## config.mk

```make
export PLATFORM = sky130hd
export DESIGN_NAME = asq_sample_queue
export DESIGN_NICKNAME = d
export VERILOG_FILES = /design/src/asq_pkg.sv /design/src/asq_sample_queue.sv
export SDC_FILE = /design/constraint.sdc
export NUM_CORES = 1
export LEC_CHECK = 0
export ABC_CLOCK_PERIOD_IN_PS = 7590
export BUFFER_PORTS_ARGS = -buffer_cell sky130_fd_sc_hd__buf_2
export CORE_UTILIZATION = 55
export DETAILED_ROUTE_END_ITERATION = 12
export PLACE_DENSITY = 0.8
export RECOVER_POWER = 25
export SYNTH_ARGS = -nofsm -noshare
export SYNTH_HDL_FRONTEND = slang
export SYNTH_SLANG_ARGS = --single-unit
```

## constraint.sdc

```tcl
create_clock -name pclk -period 7.59 [get_ports pclk]
set_clock_uncertainty 0.2 [all_clocks]
set_input_delay 0 -clock pclk [delete_from_list [all_inputs] [get_ports pclk]]
set_output_delay 0 -clock pclk [all_outputs]
set_load 0.005 [all_outputs]
```

## src/asq_pkg.sv

```systemverilog
package asq_pkg;

  // register byte offsets
  localparam logic [11:0] OFF_CTRL  = 12'h004;
  localparam logic [11:0] OFF_QUEUE = 12'h008;
  localparam logic [11:0] OFF_IRQC  = 12'h00C;
  localparam logic [11:0] OFF_STAT  = 12'h010;
  localparam logic [11:0] OFF_CLR   = 12'h014;

  // queue geometry
  localparam int          DEPTH     = 4;
  localparam int          PTR_W     = 2;
  localparam int          CNT_W     = 3;
  localparam int          VAL_W     = 10;
  localparam int          PIN_W     = 3;
  localparam logic [2:0]  CNT_FULL  = 3'h4;
  localparam logic [2:0]  CNT_EMPTY = 3'h0;

  // queue read layout
  localparam int          Q_VAL_LSB = 0;
  localparam int          Q_PIN_LSB = 10;

  // source pin codes
  localparam logic [2:0]  PIN_FIRST = 3'h1;
  localparam logic [2:0]  PIN_LAST  = 3'h4;

  // control register
  localparam int          CT_SRST   = 0;

  // interrupt control layout
  localparam int          IC_GIE    = 9;
  localparam int          IC_LVL    = 8;
  localparam int          IC_UNF    = 7;
  localparam int          IC_OVF    = 6;
  localparam int          IC_DMA    = 3;
  localparam int          IC_THR    = 0;
  localparam logic [2:0]  THR_MAX   = 3'h3;
  localparam logic [2:0]  THR_RESET = 3'h0;

  // status layout, sticky group sits at 8:6
  localparam int          ST_IRQ    = 9;
  localparam int          ST_LVL    = 8;
  localparam int          ST_UNF    = 7;
  localparam int          ST_OVF    = 6;
  localparam int          ST_EMPTY  = 5;
  localparam int          ST_FULL   = 4;
  localparam int          ST_CNT    = 0;
  localparam logic [2:0]  STICKY_0  = 3'h0;

  typedef struct packed {
    logic             valid;
    logic [PIN_W-1:0] pin;
    logic [VAL_W-1:0] value;
  } asq_sample_s;

  typedef struct packed {
    logic [PIN_W-1:0] pin;
    logic [VAL_W-1:0] value;
  } asq_entry_s;

  typedef enum logic [1:0] {
    AP_IDLE  = 2'b00,
    AP_SETUP = 2'b01,
    AP_DONE  = 2'b10
  } asq_apb_e;

endpackage

```

## src/asq_sample_queue.sv

```systemverilog
`timescale 1ns/1ps
// Function
// (RULE_01) queue holds at most four samples
// (RULE_02) queue read gives oldest value in 9:0, pin code 12:10, zeros above
// (RULE_03) pin codes 1..4 name inputs one to four, others name none
// (RULE_04) reading an empty queue sets underflow; value is undefined
// (RULE_05) pin code on an underflow read is undefined
// (RULE_06) global enable bit 9 gates every interrupt
// (RULE_07) per-source enables: level bit 8, underflow bit 7, overflow bit 6
// (RULE_08) dma enable bit 3 requests service when fill exceeds threshold; code requests once fill reaches it, as for level
// (RULE_09) threshold 0..3 means one..four entries; 4..7 invalid
// (RULE_10) level status bit 8 set at or above threshold, cleared by writing 1
// (RULE_11) underflow bit 7 sticky until 1 written; 0 has no effect
// (RULE_12) overflow bit 6 set on sample into full queue, sticky until cleared
// (RULE_13) empty flag bit 5 high when no entries, 1 out of reset
// (RULE_14) full flag bit 4 high exactly when four entries held
// (RULE_15) count field 2:0 gives entries, 0 to 4, never above
// (RULE_16) status bit 9 mirrors the interrupt output
// (RULE_17) soft reset bit empties queue and clears status while set
// (RULE_18) each queue read pops oldest entry; empty read keeps count zero
// (RULE_19) irq = gie and any sticky bit with its enable; full queue drops samples
module asq_sample_queue (
  input  wire logic                 pclk,
  input  wire logic                 presetn,
  input  wire logic                 psel,
  input  wire logic                 penable,
  input  wire logic                 pwrite,
  input  wire logic [11:0]          paddr,
  input  wire logic [31:0]          pwdata,
  output logic      [31:0]          prdata,
  output logic                      pready,
  output logic                      pslverr,
  input  wire asq_pkg::asq_sample_s sample_in,
  output logic                      dma_req,
  output logic                      irq
);

  ////////////////////////////////////////////////////////////////////////////
  // helpers

  // threshold code v means v+1 entries; invalid codes never match
  function automatic logic level_met(input logic [2:0] cnt, input logic [2:0] thr);
    level_met = (thr <= asq_pkg::THR_MAX) && (cnt > thr); // RULE_09
  endfunction

  function automatic logic [2:0] sticky_bits(input logic [31:0] d);
    sticky_bits = d[asq_pkg::ST_LVL:asq_pkg::ST_OVF];
  endfunction

  ////////////////////////////////////////////////////////////////////////////
  // state

  asq_pkg::asq_entry_s mem_r [asq_pkg::DEPTH];
  logic [asq_pkg::PTR_W-1:0] wr_ptr_r;
  logic [asq_pkg::PTR_W-1:0] rd_ptr_r;
  logic [asq_pkg::CNT_W-1:0] count_r;
  logic [asq_pkg::CNT_W-1:0] count_nxt;
  logic                      srst_r;
  logic                      gie_r;
  logic [2:0]                ien_r;
  logic                      dma_en_r;
  logic [2:0]                thr_r;
  logic [2:0]                sts_r;
  logic [2:0]                sts_nxt;
  logic                      irq_r;
  logic                      dma_r;
  logic [31:0]               prdata_r;
  logic                      pready_r;
  logic                      pslverr_r;
  logic                      rd_empty_r;
  asq_pkg::asq_apb_e         ap_st_r;
  asq_pkg::asq_apb_e         ap_st_nxt;

  ////////////////////////////////////////////////////////////////////////////
  // apb decode

  wire sel_ctrl  = (paddr == asq_pkg::OFF_CTRL);
  wire sel_queue = (paddr == asq_pkg::OFF_QUEUE);
  wire sel_irqc  = (paddr == asq_pkg::OFF_IRQC);
  wire sel_stat  = (paddr == asq_pkg::OFF_STAT);
  wire sel_clr   = (paddr == asq_pkg::OFF_CLR);
  wire addr_hit  = sel_ctrl | sel_queue | sel_irqc | sel_stat | sel_clr;
  wire setup     = psel & ~penable;
  wire acc_done  = psel & penable & pready_r;
  wire wr_en     = acc_done & pwrite & ~pslverr_r;
  wire q_read    = acc_done & ~pwrite & sel_queue;

  ////////////////////////////////////////////////////////////////////////////
  // queue datapath

  wire empty   = (count_r == asq_pkg::CNT_EMPTY);                          // RULE_13
  wire full    = (count_r == asq_pkg::CNT_FULL);                           // RULE_14
  // emptiness is judged at setup, so a sample landing mid-access is not lost
  wire pop     = q_read & ~rd_empty_r & ~srst_r;                           // RULE_18
  wire unf_evt = q_read & rd_empty_r & ~srst_r;                            // RULE_04
  // a pop in the same cycle frees the slot the arriving sample needs
  wire push    = sample_in.valid & (~full | pop) & ~srst_r;                // RULE_01
  wire ovf_evt = sample_in.valid & full & ~pop & ~srst_r;                  // RULE_19
  wire lvl_evt = level_met(count_r, thr_r) & ~srst_r;                      // RULE_10

  asq_pkg::asq_entry_s head;
  assign head = mem_r[rd_ptr_r];

  always_comb
  begin
    count_nxt = count_r;
    case ({push, pop})
      2'b10:   count_nxt = count_r + 3'h1;
      2'b01:   count_nxt = count_r - 3'h1;                                 // RULE_15
      default: count_nxt = count_r;
    endcase
    if (srst_r)
    begin
      count_nxt = asq_pkg::CNT_EMPTY;                                      // RULE_17
    end
  end

  always_ff @(posedge pclk)
  begin
    if (push)
    begin
      mem_r[wr_ptr_r] <= '{pin: sample_in.pin, value: sample_in.value};    // RULE_03
    end
  end

  always_ff @(posedge pclk or negedge presetn)
  begin
    if (!presetn)
    begin
      wr_ptr_r <= '0;
      rd_ptr_r <= '0;
      count_r  <= asq_pkg::CNT_EMPTY;
    end
    else if (srst_r)
    begin
      wr_ptr_r <= '0;
      rd_ptr_r <= '0;
      count_r  <= asq_pkg::CNT_EMPTY;                                      // RULE_17
    end
    else
    begin
      wr_ptr_r <= wr_ptr_r + 2'(push);
      rd_ptr_r <= rd_ptr_r + 2'(pop);                                      // RULE_18
      count_r  <= count_nxt;
    end
  end

  ////////////////////////////////////////////////////////////////////////////
  // control and interrupt enable registers

  always_ff @(posedge pclk or negedge presetn)
  begin
    if (!presetn)
    begin
      srst_r   <= 1'b0;
      gie_r    <= 1'b0;
      ien_r    <= 3'h0;
      dma_en_r <= 1'b0;
      thr_r    <= asq_pkg::THR_RESET;
    end
    else if (wr_en)
    begin
      if (sel_ctrl)
      begin
        srst_r <= pwdata[asq_pkg::CT_SRST];                                // RULE_17
      end
      if (sel_irqc)
      begin
        gie_r    <= pwdata[asq_pkg::IC_GIE];                               // RULE_06
        ien_r    <= pwdata[asq_pkg::IC_LVL:asq_pkg::IC_OVF];               // RULE_07
        dma_en_r <= pwdata[asq_pkg::IC_DMA];                               // RULE_08
        thr_r    <= pwdata[asq_pkg::IC_THR+2:asq_pkg::IC_THR];             // RULE_09
      end
    end
  end

  ////////////////////////////////////////////////////////////////////////////
  // sticky status, set wins over clear

  wire [2:0] clr_bits = (wr_en & (sel_stat | sel_clr)) ? sticky_bits(pwdata) : 3'h0;
  wire [2:0] set_bits = {lvl_evt, unf_evt, ovf_evt};

  always_comb
  begin
    sts_nxt = set_bits | (sts_r & ~clr_bits);                              // RULE_11
    if (srst_r)
    begin
      sts_nxt = asq_pkg::STICKY_0;                                         // RULE_17
    end
  end

  always_ff @(posedge pclk or negedge presetn)
  begin
    if (!presetn)
    begin
      sts_r <= asq_pkg::STICKY_0;
      irq_r <= 1'b0;
      dma_r <= 1'b0;
    end
    else
    begin
      sts_r <= sts_nxt;                                                    // RULE_12
      irq_r <= gie_r & |(sts_r & ien_r);                                   // RULE_19
      // dma follows the fill alone, not the interrupt enables
      dma_r <= dma_en_r & level_met(count_r, thr_r) & ~srst_r;             // RULE_08
    end
  end

  ////////////////////////////////////////////////////////////////////////////
  // read mux and apb answer, one wait-free access phase

  wire [31:0] rd_queue = {19'h0, head.pin, head.value};                    // RULE_02
  wire [31:0] rd_ctrl  = {31'h0, srst_r};
  wire [31:0] rd_irqc  = {22'h0, gie_r, ien_r, 2'h0, dma_en_r, thr_r};
  wire [31:0] rd_stat  = {22'h0, irq_r, sts_r, empty, full, 1'b0, count_r}; // RULE_16
  wire [31:0] rd_mux   = sel_queue ? rd_queue :
                         sel_ctrl  ? rd_ctrl  :
                         sel_irqc  ? rd_irqc  :
                         sel_stat  ? rd_stat  : 32'h0;

  always_comb
  begin
    ap_st_nxt = ap_st_r;
    case (ap_st_r)
      asq_pkg::AP_IDLE:  ap_st_nxt = setup ? asq_pkg::AP_SETUP : asq_pkg::AP_IDLE;
      asq_pkg::AP_SETUP: ap_st_nxt = acc_done ? asq_pkg::AP_DONE : asq_pkg::AP_SETUP;
      asq_pkg::AP_DONE:  ap_st_nxt = setup ? asq_pkg::AP_SETUP : asq_pkg::AP_IDLE;
      default:           ap_st_nxt = asq_pkg::AP_IDLE;
    endcase
  end

  always_ff @(posedge pclk or negedge presetn)
  begin
    if (!presetn)
    begin
      ap_st_r    <= asq_pkg::AP_IDLE;
      prdata_r   <= 32'h0;
      pready_r   <= 1'b0;
      pslverr_r  <= 1'b0;
      rd_empty_r <= 1'b1;
    end
    else
    begin
      ap_st_r <= ap_st_nxt;
      if (setup)
      begin
        pready_r   <= 1'b1;
        pslverr_r  <= ~addr_hit;
        prdata_r   <= pwrite ? 32'h0 : rd_mux;                             // RULE_05
        rd_empty_r <= empty;
      end
      else if (acc_done)
      begin
        pready_r  <= 1'b0;
        pslverr_r <= 1'b0;
      end
    end
  end

  assign prdata  = prdata_r;
  assign pready  = pready_r;
  assign pslverr = pslverr_r;
  assign irq     = irq_r;
  assign dma_req = dma_r;
endmodule // asq_sample_queue

```

==> impl_metrics.csv <==
group,metric,value,unit
status,status,"finished, final reports clean",
drt,drtIter0Drc,226,
clock_network,htreeDepth,3,
timing,finalHoldViolCount,0,
synth,yosysSeqAreaShare,62.2,%
worst_setup_path,r2r-start,"srst_r",
synth,synthesis.area,4000,um2
floorplanning,die_height,87.3,um
cells_and_area,antenna_cells,0,
drt,vias,2640,
synth,synth.avg_cell_area,14.4,um2
worst_setup_path,slowest_delay,0.98,ns
synth,async_flop_share,41.6,%
cells_and_area,fin_cells,474,
pwr,p_per_area,230,nW/um2
run,max_cap_viol_count,0,
global_route,grt_max_degree,38,
min_path,min_path_type,"in -> reg",
worst_setup_path,start_kind,"primary input",
pwr,p_int,0.800,mW
synth,synthFlopType,"edfxtp_1",
place,finalWeightedCongestion,0.839,
cells_and_area,utilization,70.2,%
pwr,sequentialPowerShare,56.8,%
cells_and_area,final_cell_mix,"edfxtp_1 (52), buf_2 (43), dfrtp_1 (36), dlygate4sd3_1 (36), conb_1 (19)",
place,port_buffers,55,
drt,post_drt_via_cell_ratio,5.57,
worst_setup_path,startpoint,"paddr[10]",
synth,synth_edf_count,52,
min_path,hp-start,"paddr[9]",
worst_setup_path,cp_max_fo,13,
timing,setup-violations-final,0,
cells_and_area,n_fill_cell,489,
synth,synthCells,278,
floorplanning,pin_count,99,
cells_and_area,layout-drive-gt1-share,25.9,%
timing,drv_slew,0,
cells_and_area,final_common_cell,"edfxtp_1",
floorplanning,start_util,58.0,%
place,dp_hpwl,5070,um
timing,period_needed,3.36,ns
cells_and_area,synthToLayoutAreaGrowth,21.2,%
pwr,power,1.12,mW
timing,period_share,44.2,%
place,dp.cells,422,
floorplanning,fp-row-count,30,
timing,fin_tns_setup,0,ns
worst_setup_path,crit_path_top_delay_cell,"nor3b_2",
worst_setup_path,crit_chain,"dlygate4sd3_1, buf_2, nor4_2, dlygate4sd3_1, and4_4, nand2_1, inv_1, o21ai_0, nor3b_2",
synth,netlist-cell-type-count,58,
cells_and_area,fin_nets,442,
timing,layout_setup_ws,4.23,ns
place,place_ws,4.46,ns
pwr,clkPwrFrac,27.8,%
drt,wl_per_cell,16.8,um
clock_network,cts_root_buf,"clkbuf_8",
worst_setup_path,required,7.37,ns
clock_network,clockBufferDepth,2,
floorplanning,die_area,7620,um2
timing,rsz0062_at_grt,"false",
floorplanning,core,6910,um2
global_route,track_usage,22.4,%
synth,yosys_register_bits,89,
pwr,sw_frac_of_total,28.4,%
clock_network,clk_pin_slew,0.09,ns
floorplanning,die_w,87.3,um
pwr,p_sw,0.317,mW
synth,ys.warnings.count,0,
drt,wl,7980,um
worst_setup_path,crit_type,"in -> reg",
clock_network,clock_latency,0.36,ns
global_route,antenna_found_initial,0,
timing,max_freq,298,MHz
clock_network,clock_sinks,89,
timing,slew_headroom,24.5,%
pwr,share_comb_of_total_power,15.3,%
worst_setup_path,crit_path_frequent_cell,"dlygate4sd3_1",
global_route,overflow,0,
global_route,grt_pass1_wl,12400,um
timing,tightestPinTransition,1.13,ns
worst_setup_path,cp-end-kind,"flip-flop",
clock_network,ctsResizeCount,0,
global_route,grt_pass1_vias,2524,
drt,ant_nets,0,
clock_network,cts_made_buffers,9,
pwr,p_leak,1.96,nW
drt,drc_errors,0,
worst_setup_path,crit_arrival,3.14,ns
drt,first_pass_iters,5,
clock_network,cts_tree,"yes",
pwr,ir_drop,0.179,mV
-- registers in the layout, indices dropped and copies added (netlist names) --
register / count
dma_req: 1
wr_ptr_r: 2
rd_ptr_r: 2
sts_r: 3
prdata: 13
count_r: 3
gie_r: 1
irq: 1
ien_r: 3
rd_empty_r: 1
srst_r: 1
mem_r: 52
pready: 1
dma_en_r: 1
pslverr: 1
thr_r: 3
-- critical path: cells and delay by family --
kind	cells	cell delay, ns
and+or+nand+nor	4	1.53
AOI/OAI and AO/OA	1	0.21
buffers and inverters	4	1.39
-- kinds of logic after synthesis --
family | Yosys count | synth area share (%)
buffers and inverters | 39 | 5.62
adders and majority gates | 6 | 2.06
muxes | 23 | 10.1
xor gates and xnor gates | 4 | 0.875
AOI/OAI and AO/OA | 52 | 9.03
and+or+nand+nor | 64 | 10.0
other | 1 | 0.0937
DFF | 89 | 62.2
-- power groups by stage --
| stage | logic [mW] | clock network (mW) | registers, mW |
|---|---|---|---|
| 2_1_floorplan | 0.119 | 0 | 0.627 |
| 3_3_place_gp | 0.152 | 0 | 0.639 |
| 3_5_place_dp | 0.158 | 0 | 0.644 |
| 4_1_cts | 0.173 | 0.317 | 0.634 |
| 5_1_grt | 0.190 | 0.333 | 0.643 |
| 6_report | 0.171 | 0.311 | 0.635 |
-- stage by stage --
| stage | cell area (um2) | hold WS (ns) |
|---|---|---|
| after CTS | 4870 | 0.00840 |
| after global routing | 4850 | 0.0715 |
| after detailed placement | 4310 | -0.0557 |
| after floorplan | 4070 | -0.496 |
| final | 4850 | 0.0268 |
| after global placement | 4310 | -0.0611 |
-- path summary, 6_finish.rpt --
check	endpoint	slack, ns	cells past startpoint
min in group asynchronous	pready	0.07	2
min	count_r[1]	0.03	6
min reg2reg	prdata[3]	0.31	2
max	mem_r[1][11]	4.23	9
max reg2reg	mem_r[1][11]	4.48	5
max in group asynchronous	rd_ptr_r[1]	6.61	2
-- layer usage --
layer | GRT usage (%) | share of wire (%) | vias to the layer above
met4 | 9.69 | 2.1 | 0
li1 | - | - | 1210
met1 | 27.6 | 41 | 1300
met3 | 5.31 | 5.3 | 16
met5 | 0 | 0 | -
met2 | 37.8 | 51 | 114
-- area by class of cell --
| type | count | area (um2) | share of cell area (%) |
|---|---|---|---|
| Clock inverter | 7 | 70.1 | 1.44 |
| Timing Repair Buffer | 93 | 636 | 13.1 |
| Tap cell | 96 | 120 | 2.48 |
| Sequential cell | 89 | 2490 | 51.3 |
| Clock buffer | 9 | 124 | 2.55 |
| Multi-Input combinational cell | 168 | 1370 | 28.2 |
| Inverter | 12 | 45.0 | 0.929 |
-- synth_stat cells (all sizes together), types with 3 or more instances --
cell type / n / share of area [%]
and2: 3 / 0.47
a22oi: 14 / 2.6
o21ai: 16 / 2.1
buf: 22 / 4.0
nor4: 5 / 1.3
dfrtp: 36 / 22
mux4: 13 / 7.3
ha: 5 / 1.6
nor3: 9 / 1.5
xnor2: 3 / 0.66
a22o: 6 / 1.3
clkbuf: 5 / 0.50
mux2: 10 / 2.8
nor2: 13 / 1.2
nor2b: 4 / 0.62
inv: 12 / 1.1
a21oi: 4 / 0.50
edfxtp: 52 / 39
nor3b: 3 / 0.69
nand2: 12 / 1.1
nand3: 3 / 0.50
-- timing repair --
action                    CTS  global route
hold buffers               36             0
buffers inserted            0             0
hold endpoints to repair  112             0
Note: power is estimated with default switching activity, not from simulation.
